## config.mk

```make
export PLATFORM = sky130hd
export DESIGN_NAME = line_frequency_time_of_day_counter
export DESIGN_NICKNAME = d
export VERILOG_FILES = /design/src/hw/tod_counter_pkg.sv /design/src/hw/line_edge_filter.sv /design/src/hw/line_frequency_time_of_day_counter.sv
export VERILOG_INCLUDE_DIRS = /design/src /design/src/hw
export SDC_FILE = /design/constraint.sdc
export NUM_CORES = 1
export LEC_CHECK = 0
export BUFFER_PORTS_ARGS = -buffer_cell sky130_fd_sc_hd__buf_2
export CAP_MARGIN = 5
export CORE_MARGIN = 2
export CORE_UTILIZATION = 30
export DETAILED_ROUTE_END_ITERATION = 7
export PLACE_DENSITY = 0.5
export SLEW_MARGIN = 20
export SYNTH_ARGS = -nofsm -noshare
export SYNTH_HDL_FRONTEND = slang
export SYNTH_SLANG_ARGS = --single-unit
export TNS_END_PERCENT = 50
```

## constraint.sdc

```tcl
create_clock -name clk -period 8.1 [get_ports clk]
set_input_delay 1.62 -clock clk [delete_from_list [all_inputs] [get_ports clk]]
set_output_delay 1.62 -clock clk [all_outputs]
set_load 0.01 [all_outputs]
```

## src/hw/tod_counter_regs.svh

```systemverilog
// constants for the line frequency time of day counter
`ifndef TOD_COUNTER_REGS_SVH
`define TOD_COUNTER_REGS_SVH
// What this block does
// - one tick is counted for every falling edge of the conditioned line input, except one that a load taken in idle drops.
// - the line input passes a hysteresis filter so noise makes no extra ticks.
// - time is four counters, hours to ticks, and a tick bumps the ticks first.
// - each bumped counter is compared with its own modulus.
// - a counter still below its modulus ends the update for that tick.
// - a counter reaching its modulus clears and carries into the next one.
// - moduli are 60 ticks, 60 seconds, 60 minutes and 13 hours in 12-hour mode.
// - the tick modulus can be 50 for a 50 Hz supply.
// - in 24-hour mode the hours modulus is 24, counting 0 to 23.
// - in 12-hour mode an hours wrap to zero is bumped once more to one.
// - an hours overflow carries nowhere further.
`define TOD_MOD_TICKS_60HZ 6'h3c
`define TOD_MOD_TICKS_50HZ 6'h32
`define TOD_MOD_SECONDS 6'h3c
`define TOD_MOD_MINUTES 6'h3c
`define TOD_MOD_HOURS_12 6'h0d
`define TOD_MOD_HOURS_24 6'h18
`define TOD_FILTER_LEN 4
`define TOD_COUNT_RESET 6'h00
`define TOD_LINE_IDLE 1'b1
`endif

```

## src/hw/tod_counter_pkg.sv

```systemverilog
// types for the line frequency time of day counter
package tod_counter_pkg;
    typedef enum logic [2:0] {
        ST_IDLE = 3'b000,
        ST_BUMP = 3'b001,
        ST_CHECK = 3'b011,
        ST_FIX12 = 3'b010
    } update_state_e;
    typedef logic [5:0] count_t;
endpackage

```

## src/hw/line_edge_filter.sv

```systemverilog
// hysteresis filter and falling edge detector for the line input
`timescale 1ns/1ps
`include "tod_counter_regs.svh"
module line_edge_filter #(
    parameter int FILTER_LEN = `TOD_FILTER_LEN
) (
    input wire logic clk,
    input wire logic rst_n,
    input wire logic line_in,
    output logic fall_tick
);
    localparam int CW = $clog2(FILTER_LEN + 1);
    logic sync1_reg, sync2_reg, sync1_next, sync2_next;
    logic level_reg, level_next;
    logic [CW-1:0] cnt_reg, cnt_next;
    logic fall_reg, fall_next;

    always_comb begin
        sync1_next = line_in;
        sync2_next = sync1_reg;
        level_next = level_reg;
        cnt_next = cnt_reg;
        fall_next = 1'b0;
        // level flips only after FILTER_LEN samples agree
        if (sync2_reg == level_reg) begin
            cnt_next = '0;
        end else if (cnt_reg == CW'(FILTER_LEN - 1)) begin
            cnt_next = '0;
            level_next = sync2_reg;
            fall_next = level_reg & ~sync2_reg;
        end else begin
            cnt_next = cnt_reg + CW'(1);
        end
    end

    always_ff @(posedge clk or negedge rst_n) begin
        if (!rst_n) begin
            sync1_reg <= `TOD_LINE_IDLE;
            sync2_reg <= `TOD_LINE_IDLE;
            level_reg <= `TOD_LINE_IDLE;
            cnt_reg <= '0;
            fall_reg <= 1'b0;
        end else begin
            sync1_reg <= sync1_next;
            sync2_reg <= sync2_next;
            level_reg <= level_next;
            cnt_reg <= cnt_next;
            fall_reg <= fall_next;
        end
    end

    assign fall_tick = fall_reg;
endmodule

```

## src/hw/line_frequency_time_of_day_counter.sv

```systemverilog
// time of day counter advanced by filtered mains edges
`timescale 1ns/1ps
`include "tod_counter_regs.svh"
module line_frequency_time_of_day_counter #(
    parameter int FILTER_LEN = `TOD_FILTER_LEN
) (
    input wire logic clk,
    input wire logic rst_n,
    input wire logic line_in,
    input wire logic mode_50hz,
    input wire logic mode_24h,
    input wire logic load,
    input wire logic [5:0] load_hours,
    input wire logic [5:0] load_minutes,
    input wire logic [5:0] load_seconds,
    input wire logic [5:0] load_ticks,
    output logic [5:0] hours_count,
    output logic [5:0] minutes_count,
    output logic [5:0] seconds_count,
    output logic [5:0] ticks_count,
    output logic busy,
    output logic tick_seen
);
    // ----------------------------------------
    // line conditioning
    // ----------------------------------------
    logic fall_tick;
    logic m50_s1_reg, m50_s2_reg, m24_s1_reg, m24_s2_reg;

    line_edge_filter #(
        .FILTER_LEN(FILTER_LEN)
    ) u_filter (
        .clk(clk),
        .rst_n(rst_n),
        .line_in(line_in),
        .fall_tick(fall_tick)
    );

    always_ff @(posedge clk or negedge rst_n) begin
        if (!rst_n) begin
            m50_s1_reg <= 1'b0;
            m50_s2_reg <= 1'b0;
            m24_s1_reg <= 1'b0;
            m24_s2_reg <= 1'b0;
        end else begin
            m50_s1_reg <= mode_50hz;
            m50_s2_reg <= m50_s1_reg;
            m24_s1_reg <= mode_24h;
            m24_s2_reg <= m24_s1_reg;
        end
    end

    // ----------------------------------------
    // counter chain, index 0 hours .. 3 ticks
    // ----------------------------------------
    tod_counter_pkg::count_t cnt_reg [4];
    tod_counter_pkg::count_t cnt_next [4];
    tod_counter_pkg::count_t counter_moduli [4];
    tod_counter_pkg::update_state_e state_reg, state_next;
    logic [1:0] idx_reg, idx_next;
    logic pend_reg, pend_next;
    logic seen_reg, seen_next;
    tod_counter_pkg::count_t bumped;

    always_comb begin
        counter_moduli[0] = m24_s2_reg ? `TOD_MOD_HOURS_24
                                       : `TOD_MOD_HOURS_12;
        counter_moduli[1] = `TOD_MOD_MINUTES;
        counter_moduli[2] = `TOD_MOD_SECONDS;
        counter_moduli[3] = m50_s2_reg ? `TOD_MOD_TICKS_50HZ
                                       : `TOD_MOD_TICKS_60HZ;
    end

    always_comb begin
        for (int i = 0; i < 4; i++) begin
            cnt_next[i] = cnt_reg[i];
        end
        state_next = state_reg;
        idx_next = idx_reg;
        pend_next = pend_reg;
        seen_next = fall_tick;
        bumped = cnt_reg[idx_reg] + 6'h01;
        // a tick arriving mid-update waits, but a load taken in ST_IDLE drops it
        if (fall_tick && state_reg != tod_counter_pkg::ST_IDLE) begin
            pend_next = 1'b1;
        end
        case (state_reg)
            tod_counter_pkg::ST_IDLE: begin
                if (load) begin
                    cnt_next[0] = load_hours;
                    cnt_next[1] = load_minutes;
                    cnt_next[2] = load_seconds;
                    cnt_next[3] = load_ticks;
                    pend_next = 1'b0;
                end else if (fall_tick || pend_reg) begin
                    pend_next = 1'b0;
                    idx_next = 2'd3;
                    state_next = tod_counter_pkg::ST_BUMP;
                end
            end
            tod_counter_pkg::ST_BUMP: begin
                cnt_next[idx_reg] = bumped;
                state_next = tod_counter_pkg::ST_CHECK;
            end
            tod_counter_pkg::ST_CHECK: begin
                if (cnt_reg[idx_reg] < counter_moduli[idx_reg]) begin
                    state_next = tod_counter_pkg::ST_IDLE;
                end else begin
                    cnt_next[idx_reg] = 6'h00;
                    if (idx_reg != 2'd0) begin
                        idx_next = idx_reg - 2'd1;
                        state_next = tod_counter_pkg::ST_BUMP;
                    end else if (!m24_s2_reg) begin
                        state_next = tod_counter_pkg::ST_FIX12;
                    end else begin
                        state_next = tod_counter_pkg::ST_IDLE;
                    end
                end
            end
            tod_counter_pkg::ST_FIX12: begin
                cnt_next[0] = cnt_reg[0] + 6'h01;
                state_next = tod_counter_pkg::ST_IDLE;
            end
            default: begin
                state_next = tod_counter_pkg::ST_IDLE;
            end
        endcase
    end

    always_ff @(posedge clk or negedge rst_n) begin
        if (!rst_n) begin
            for (int i = 0; i < 4; i++) begin
                cnt_reg[i] <= `TOD_COUNT_RESET;
            end
            state_reg <= tod_counter_pkg::ST_IDLE;
            idx_reg <= 2'd3;
            pend_reg <= 1'b0;
            seen_reg <= 1'b0;
        end else begin
            for (int i = 0; i < 4; i++) begin
                cnt_reg[i] <= cnt_next[i];
            end
            state_reg <= state_next;
            idx_reg <= idx_next;
            pend_reg <= pend_next;
            seen_reg <= seen_next;
        end
    end

    assign hours_count = cnt_reg[0];
    assign minutes_count = cnt_reg[1];
    assign seconds_count = cnt_reg[2];
    assign ticks_count = cnt_reg[3];
    assign busy = (state_reg != tod_counter_pkg::ST_IDLE) | pend_reg;
    assign tick_seen = seen_reg;
endmodule

```

==> results.toml, run 1 <==
[status]
status = "finished, final reports clean"

[route]
vias = 2034
dr.pass1.iters = 4
drc = 0
drtAntennaViolNets = 0
wirelength_um = 6650
wl_per_cell_um = 17.4
viasPerCell = 5.31
first_iter_violations = 120

[timing]
rsz0062_at_grt = "no"
period_minus_slack_ns = 3.69
worst_pin_slew_ns = 0.914
slew_viol_final = 0
max_freq_mhz = 271
finalHoldViolCount = 0
clock_skew_ns = 0.00908
fin_setup_tns_ns = 0
worst_slack_ns = 4.41
fin_crit_sh_pct = 45.6
maxSlewHeadroom_pct = 39.0
setup_viol = 0

[clocking]
cts_hold_buf = 0
post_cts_resized = 0
cts_max_level = 2
cts_tree = "yes"
cts_made_buffers = 5
numClockSinks = 41
root_buffer = "clkbuf_8"
path_clk_slew_ns = 0.08
clk_path_buf_depth = 2
post-cts-setup-buffer-count = 0
insertion_delay_ns = 0.30

[synthesis]
synth_top_area_cell = "dfrtp_1"
synth_cell_type_count = 48
synth_nets = 270
synth_flop_cell = "dfrtp_1"
yosysWarningCount = 0
syn_area_per_cell_um2 = 10.6
synth_edf_count = 0
async_flop_share_pct = 100
yosys-top-cells-area = "dfrtp_1 (38%), ha_1 (7.3%), dfstp_2 (5.5%)"
synthCells = 226
syn-cell-area_um2 = 2390
seq_area_frac_synth_pct = 43.3
synth_seq_cells = 41
yosysTopAreaCellShare_pct = 37.8

[global_route]
grt_max_degree = 42
antenna_found_initial = 0
grt_pass1_wl_um = 10700
overflow = 0
grt_usage_pct = 16.0
grt_pass1_vias = 2012

[place]
gp_congestion = 0.882
port_buffers = 55
place_worst_setup_slack_ns = 4.40
dp_hpwl_um = 4780

[worst_setup_path]
reg2reg_depth = 7
crit_path_max_fanout = 14
crit_path_max_incr_delay_ns = 0.78
worst_ep_arrival_time_ns = 3.84
worstSetupStartpointType = "register"
critPathCaptureType = "register"
startpoint = "idx_reg[0]"
worstSetupPathType = "register to register"
r2r_end = "hours_count[3]"
crit_end = "hours_count[3]"
reg2reg_slack_ns = 4.41
cpMaxStageDelayCell = "o22ai_1"
cp.required_ns = 8.25
regToRegStartpoint = "idx_reg[0]"
cp_cell_sequence = "mux4_1, ha_1, a211oi_1, o2111ai_1, o22ai_1, mux2i_1, o41ai_1"

[die]
row_count = 32
die_y_um = 93.2
pin_count = 56
coreArea_um2 = 7730
die-area_um2 = 8680
die_x_um = 93.2
start_util_pct = 30.9

[layout]
diodes = 0
utilization_pct = 37.1
seq_area_um2 = 1030
flow.area_growth_from_synthesis_pct = 20.2
drive_gt1_share_pct = 28.1
final_common_cell = "buf_2"
n_fill_cell = 791
multi_input_comb_area_um2 = 1260
layout_common_cells = "buf_2 (55), dfrtp_1 (36), nor2_1 (15)"
final_nets = 324

[flow_run]
drv_cap = 0

[power_and_ir_drop]
power_density_nw_per_um2 = 386
leakagePower_uw = 0.00134
irDropWorstVdd_mv = 0.145

[min_path]
whs_path_depth = 0
hold_path.class = "register to register"
-- per-layer routing --
layer	track usage, %	part of all wire, %
met2	24.5	43
met5	0	0
met3	3.63	7.2
met4	5.27	2.0
met1	22.4	48
-- area by class of cell --
| cell class | count | share of cell area (%) |
|---|---|---|
| clock buffer | 7 | 3.01 |
| tap | 102 | 4.45 |
| inverter | 12 | 1.57 |
| timing repair buffer | 56 | 9.86 |
| clock inverter | 1 | 1.05 |
| multi-input combinational | 164 | 44.1 |
| sequential | 41 | 36.0 |
-- synth_stat cells, types with 3 or more instances --
master      n
a21o_1      3
o2bb2ai_1  10
nand2_1    13
mux4_2      5
o21ai_1    14
nor2_1     15
clkbuf_1    5
a22o_1      9
buf_2       3
dfrtp_1    36
xnor2_1     5
o31ai_1     3
a22oi_1     9
inv_1      12
nor3_1      3
a21oi_1     9
mux2i_1     4
dfstp_2     5
nor3b_1     3
ha_1       14
o21ai_0     9
nand3_1     3
-- metrics by stage --
step	cells	hold WS, ns	power (uW)	instance area [um^2]
2_1_floorplan	226	0.331	736	2390
3_3_place_gp	375	0.336	936	2750
3_5_place_dp	375	0.336	934	2750
4_1_cts	383	0.355	1110	2870
5_1_grt	383	0.366	1190	2870
6_report	383	0.350	1110	2870
-- how the worst min path moves through the flow --
stage                       startpoint                  to  slack (ns)
finish              u_filter.sync1_reg  u_filter.sync2_reg        0.35
floorplan                   m24_s1_reg          m24_s2_reg        0.33
detailed placement          m24_s1_reg          m24_s2_reg        0.34
global route        u_filter.sync1_reg  u_filter.sync2_reg        0.37
global placement            m50_s1_reg          m50_s2_reg        0.34
CTS                         m24_s1_reg          m24_s2_reg        0.36
-- critical path, delay by kind of cell (launching register included) --
kind / cells / cell delay (ns)
fa+ha+maj: 1 / 0.25
compound gates: 4 / 1.54
mux: 2 / 0.97
flops: 1 / 0.77
-- report_power, final --
| group | switching (uW) | leakage [uW] | internal, uW | total (uW) |
|---|---|---|---|---|
| clock network | 73.9 | 0.0000585 | 101 | 175 |
| logic | 314 | 0.000783 | 234 | 548 |
| registers | 101 | 0.000499 | 283 | 383 |
-- cell families after synthesis --
logic type	synth area share, %
xor+xnor	1.84
compound gates	25.9
flops	43.3
simple gates	10.4
fa+ha+maj	7.34
buf+inv	3.78
mux	7.50
(Power assumes the default switching activity.)
==> run 2: changes to the inputs <==
--- a/config.mk
+++ b/config.mk
@@ -6,12 +6,13 @@
 export SDC_FILE = /design/constraint.sdc
 export NUM_CORES = 1
 export LEC_CHECK = 0
+export ABC_AREA = 1
 export BUFFER_PORTS_ARGS = -buffer_cell sky130_fd_sc_hd__buf_2
 export CAP_MARGIN = 5
 export CORE_MARGIN = 2
 export CORE_UTILIZATION = 30
 export DETAILED_ROUTE_END_ITERATION = 7
-export PLACE_DENSITY = 0.5
+export PLACE_DENSITY = 0.49
 export SLEW_MARGIN = 20
 export SYNTH_ARGS = -nofsm -noshare
 export SYNTH_HDL_FRONTEND = slang
==> constraint.sdc (replaced) <==
create_clock -name clk -period 3.79 [get_ports clk]
set_input_delay 0.758 -clock clk [delete_from_list [all_inputs] [get_ports clk]]
set_output_delay 0.758 -clock clk [all_outputs]
set_load 0.01 [all_outputs]
==> run 2 against run 1 <==
Against the previous run:
- core utilization down 1.7 points
- sequential power up 120%
- largest cell class unchanged
- worst setup slack worse by 3.7 ns
- hold slack better by 0.0071 ns
- final cell count up 49%
- sequential cell count unchanged
- clock-buffer cell count down 2
- die area up 17%
- combinational power rose to 3.6 times the previous value
==> results.toml, run 2 <==
[worst_setup_path]
regToRegStartpoint = "idx_reg[1]"
worstSetupStartpointType = "register"
cp.required_ns = 3.99
startpoint = "idx_reg[1]"
worst_ep_arrival_time_ns = 3.25
critPathCaptureType = "register"
crit_path_max_fanout = 18
worstSetupPathType = "register to register"

[clocking]
post-cts-setup-buffer-count = 0
cts_made_buffers = 5
post_cts_resized = 0
cts_hold_buf = 0
root_buffer = "clkbuf_8"
numClockSinks = 41
cts_max_level = 2
cts_tree = "yes"
clk_path_buf_depth = 2
path_clk_slew_ns = 0.09
insertion_delay_ns = 0.31

[die]
start_util_pct = 30.7
row_count = 35
coreArea_um2 = 9150
die_y_um = 101
die_x_um = 101
pin_count = 56
die-area_um2 = 10100

[layout]
finalInstanceArea_um2 = 3240
flow.area_growth_from_synthesis_pct = 15.4
layout_common_cells = "nand2_1 (163), buf_2 (55), inv_1 (48)"
n_fill_cell = 1022
drive_gt1_share_pct = 19.9
final_common_cell = "nand2_1"
final_nets = 501
final_cells = 569
diodes = 0

[synthesis]
async_flop_share_pct = 100
synthTopCellsByCount = "nand2_1 (163), inv_1 (48), dfrtp_1 (36), nand3_1 (28), o21ai_0 (27)"
synth-simple-area-share_pct = 37.7
yosysWarningCount = 0
synth_flop_cell = "dfrtp_1"
synthMuxAreaShare_pct = 0
yosysTopAreaCellShare_pct = 32.1
synth-xor-area-share_pct = 0.312
syn-cell-area_um2 = 2810
yosys-top-cells-area = "dfrtp_1 (32%), nand2_1 (22%), inv_1 (6.4%)"
yosysMostFrequentCell = "nand2_1"
synth_nets = 448
syn_area_per_cell_um2 = 6.95
synth_edf_count = 0
synth_fa_ha_area_share_pct = 6.24
synth_top_area_cell = "dfrtp_1"
synth-compound-area-share_pct = 9.49
synth_seq_cells = 41
synthCells = 404
seq_area_frac_synth_pct = 36.8
synth_top_family_by_area = "simple AND/OR/NAND/NOR gates"
synth_cell_type_count = 34

[timing]
slew_viol_final = 0
maxSlewHeadroom_pct = 36.5
max_freq_mhz = 328
finalHoldViolCount = 0
clock_skew_ns = 0.00897
fin_setup_tns_ns = 0
period_minus_slack_ns = 3.05
fin_crit_sh_pct = 80.5
worst_pin_slew_ns = 0.953
rsz0062_at_grt = "no"
setup_viol = 0

[power_and_ir_drop]
leakagePower_uw = 0.00174
irDropWorstVdd_mv = 0.278
power_density_nw_per_um2 = 961

[global_route]
grt_usage_pct = 16.6
antenna_found_initial = 0
overflow = 0
grt_max_degree = 42
grt_pass1_vias = 2582
grt_pass1_wl_um = 13000

[route]
wl_per_cell_um = 14.3
vias = 2710
viasPerCell = 4.76
drc = 0
wirelength_um = 8160
drtAntennaViolNets = 0
dr.pass1.iters = 4
first_iter_violations = 196

[status]
status = "finished, final reports clean"

[min_path]
hold_path.class = "register to register"
min-delay-start = "m50_s1_reg"

[place]
port_buffers = 55
gp_congestion = 0.916
post-place-cells = 561
dpl_cell_area_um2 = 3150
dp_hpwl_um = 6170

[flow_run]
drv_cap = 0
run 2: logic make-up (layout without fill, tap and decap cells):
logic type | after synthesis | count (layout)
compound gates | 48 | 48
xor+xnor | 1 | 1
fa+ha+maj | 14 | 14
buf+inv | 60 | 114
flops | 41 | 41
simple gates | 240 | 240
run 2: cell type report:
cell class	instances	area (um^2)	area share (%)
clock buffers	5	68.8	2.12
clock inverters	3	22.5	0.695
inverters	50	188	5.79
multi-input cells	303	1510	46.5
flip-flops and latches	41	1030	31.9
well taps	111	139	4.29
repair buffers	56	283	8.73
run 2: stage by stage:
stage	power [uW]	util [%]	setup WS (ns)	hold slack, ns
after floorplan	2230	-	1.31	0.331
after global placement	2810	34.4	0.877	0.340
after detailed placement	2830	34.4	0.822	0.338
after CTS	3150	35.4	0.776	0.360
after global routing	3450	35.4	0.531	0.369
final	3110	35.4	0.740	0.357
run 2: final timing paths:
kind | to | slack [ns] | cells after the start
setup reg to reg | seconds_count[3] | 0.74 | 11
hold / removal | m50_s2_reg | 0.36 | 0
max in group asynchronous | m50_s1_reg | 2.61 | 1
hold reg to reg | m50_s2_reg | 0.36 | 0
min in group asynchronous | hours_count[1] | 0.60 | 1
setup / recovery | seconds_count[3] | 0.74 | 11
run 2: power breakdown:
part / leakage [uW] / internal [uW] / switching (uW)
clock: 0.0000364 / 129 / 178
sequential: 0.000502 / 623 / 208
combinational: 0.00120 / 623 / 1350
run 2: layer usage:
| layer | up-vias | wire length (um) | GRT usage, % |
|---|---|---|---|
| met5 | - | 0 | 0 |
| met4 | 0 | 94 | 4.85 |
| met3 | 7 | 501 | 2.57 |
| met2 | 65 | 3870 | 27.0 |
| met1 | 1261 | 3700 | 22.8 |
| li1 | 1377 | - | - |
run 2: critical path, stage by stage (launching register included):
cell,delay [ns]
dfstp_2,0.74
inv_1,0.28
ha_1,0.42
ha_1,0.37
nand2_1,0.08
nor2_1,0.05
a211oi_1,0.42
nand3_4,0.16
nand2_4,0.19
nor2_8,0.10
nand2_1,0.09
nand2_1,0.05
==> run 3: changes to the inputs <==
--- a/config.mk
+++ b/config.mk
@@ -6,13 +6,13 @@
 export SDC_FILE = /design/constraint.sdc
 export NUM_CORES = 1
 export LEC_CHECK = 0
-export ABC_AREA = 1
+export ABC_AREA = 0
 export BUFFER_PORTS_ARGS = -buffer_cell sky130_fd_sc_hd__buf_2
 export CAP_MARGIN = 5
 export CORE_MARGIN = 2
 export CORE_UTILIZATION = 30
 export DETAILED_ROUTE_END_ITERATION = 7
-export PLACE_DENSITY = 0.49
+export PLACE_DENSITY = 0.5
 export SLEW_MARGIN = 20
 export SYNTH_ARGS = -nofsm -noshare
 export SYNTH_HDL_FRONTEND = slang
==> constraint.sdc (replaced) <==
create_clock -name clk -period 2.9 [get_ports clk]
set_input_delay 0.58 -clock clk [delete_from_list [all_inputs] [get_ports clk]]
set_output_delay 0.58 -clock clk [all_outputs]
set_load 0.01 [all_outputs]
==> run 3 against run 2 <==
Against the previous run:
- sequential power increased by 29%
- first-iteration DRC count shrank 58%
- combinational power is 9.6% lower
- hold slack got worse by 0.0051 ns
- die area decreased by 14%
- final cell count decreased by 29%
- sequential cell count is the same
==> results.toml, run 3 (synthesized netlist as in run 1, its figures left out) <==
[layout]
diodes = 0
utilization_pct = 39.8
drive_gt1_share_pct = 35.5
layout_common_cells = "buf_2 (55), dfrtp_1 (36), buf_4 (19)"
finalInstanceArea_um2 = 3080
final_nets = 344
final_common_cell = "buf_2"
flow.area_growth_from_synthesis_pct = 29.0
n_fill_cell = 791

[route]
first_iter_violations = 83
drc = 0
dr.pass1.iters = 4
drtAntennaViolNets = 0
wl_per_cell_um = 17.9
wirelength_um = 7200
vias = 2141
viasPerCell = 5.31

[die]
die_y_um = 93.2
die_x_um = 93.2
pin_count = 56
row_count = 32
die-area_um2 = 8680
coreArea_um2 = 7730
start_util_pct = 30.9

[timing]
fin_crit_sh_pct = 97.0
setup_viol = 0
worst_pin_slew_ns = 0.962
maxSlewHeadroom_pct = 35.9
clock_skew_ns = 0.00903
worst_slack_ns = 0.0879
rsz0062_at_grt = "yes"
max_freq_mhz = 356
period_minus_slack_ns = 2.81
finalHoldViolCount = 0
slew_viol_final = 0

[global_route]
grt_pass1_vias = 2168
grt_pass1_wl_um = 11600
overflow = 0
grt_usage_pct = 17.4
antenna_found_initial = 0
grt_max_degree = 42

[min_path]
hold_path.class = "register to register"

[worst_setup_path]
worstSetupPathType = "register to register"
cpMaxStageDelayCell = "dfstp_2"
worst_ep_arrival_time_ns = 3.04
cp_cell_sequence = "mux4_2, ha_1, nand4_1, a211oi_4, buf_4, o21ba_4, nand2_1, o21ai_1"
cp_top_family = "compound AO/OA/AOI/OAI gates"
path_buf_inv = 1
crit_path_max_incr_delay_ns = 0.63
crit_path_max_fanout = 6
cp.required_ns = 3.13
critPathCaptureType = "register"
worstSetupStartpointType = "register"

[place]
port_buffers = 55
place_worst_setup_slack_ns = -0.0444
dp_hpwl_um = 5290
gp_congestion = 0.817
dpl_cell_area_um2 = 2880

[power_and_ir_drop]
power_density_nw_per_um2 = 1080
irDropWorstVdd_mv = 0.325
leakagePower_uw = 0.00145

[clocking]
numClockSinks = 41
cts_made_buffers = 5
path_clk_slew_ns = 0.09
insertion_delay_ns = 0.30
cts_max_level = 2
cts_tree = "yes"
clk_path_buf_depth = 2
root_buffer = "clkbuf_8"

[flow_run]
drv_cap = 0

[status]
status = "finished, final reports clean"
==> run 3: path summary, 6_finish.rpt <==
kind,from,to,slack [ns],depth (start not counted)
hold reg to reg,m50_s1_reg,m50_s2_reg,0.35,0
max in group asynchronous,rst_n,hours_count[4],1.88,1
hold / removal,m50_s1_reg,m50_s2_reg,0.35,0
setup / recovery,idx_reg[0],seconds_count[4],0.09,8
min in group asynchronous,rst_n,ticks_count[2],0.43,1
setup reg to reg,idx_reg[0],seconds_count[4],0.09,8
==> run 3: timing repair <==
item	in CTS	in global routing
buffers inserted	0	2
hold buffers	0	0
gates cloned	0	1
resized for setup	1	11
pin swaps	0	2
endpoints found under the setup margin	18	24
hold endpoints to repair	0	0
==> run 3: stage by stage <==
step | power, uW | TNS, ns | instances | hold slack (ns)
floorplan | 2060 | 0 | 226 | 0.284
global placement | 2740 | -0.0195 | 392 | 0.335
detailed placement | 2760 | -0.142 | 392 | 0.335
CTS | 3250 | -0.408 | 400 | 0.355
global route | 3580 | -0.235 | 403 | 0.353
finish | 3330 | 0 | 403 | 0.352
==> run 3: area by class of cell <==
class                      count  area [um^2]  share of cell area [%]
multi-input combinational    165         1330                    43.3
sequential                    41         1030                    33.5
timing repair buffer          75          429                    13.9
tap                          102          128                    4.15
clock buffer                   6         72.6                    2.36
inverter                      12         45.0                    1.46
clock inverter                 2         38.8                    1.26
==> run 3: power by group <==
part	switching (uW)	total, uW	leakage (uW)	internal [uW]
Clock	217	476	0.0000554	259
Sequential	276	1070	0.000499	789
Combinational	963	1790	0.000891	824
==> run 3: routing by layer <==
| metal | up-vias | global-route usage [%] | wire length, um |
|---|---|---|---|
| met3 | 10 | 3.63 | 411 |
| li1 | 1009 | - | - |
| met5 | - | 0 | 0 |
| met2 | 70 | 25.9 | 3140 |
| met1 | 1052 | 25.3 | 3530 |
| met4 | 0 | 5.64 | 114 |
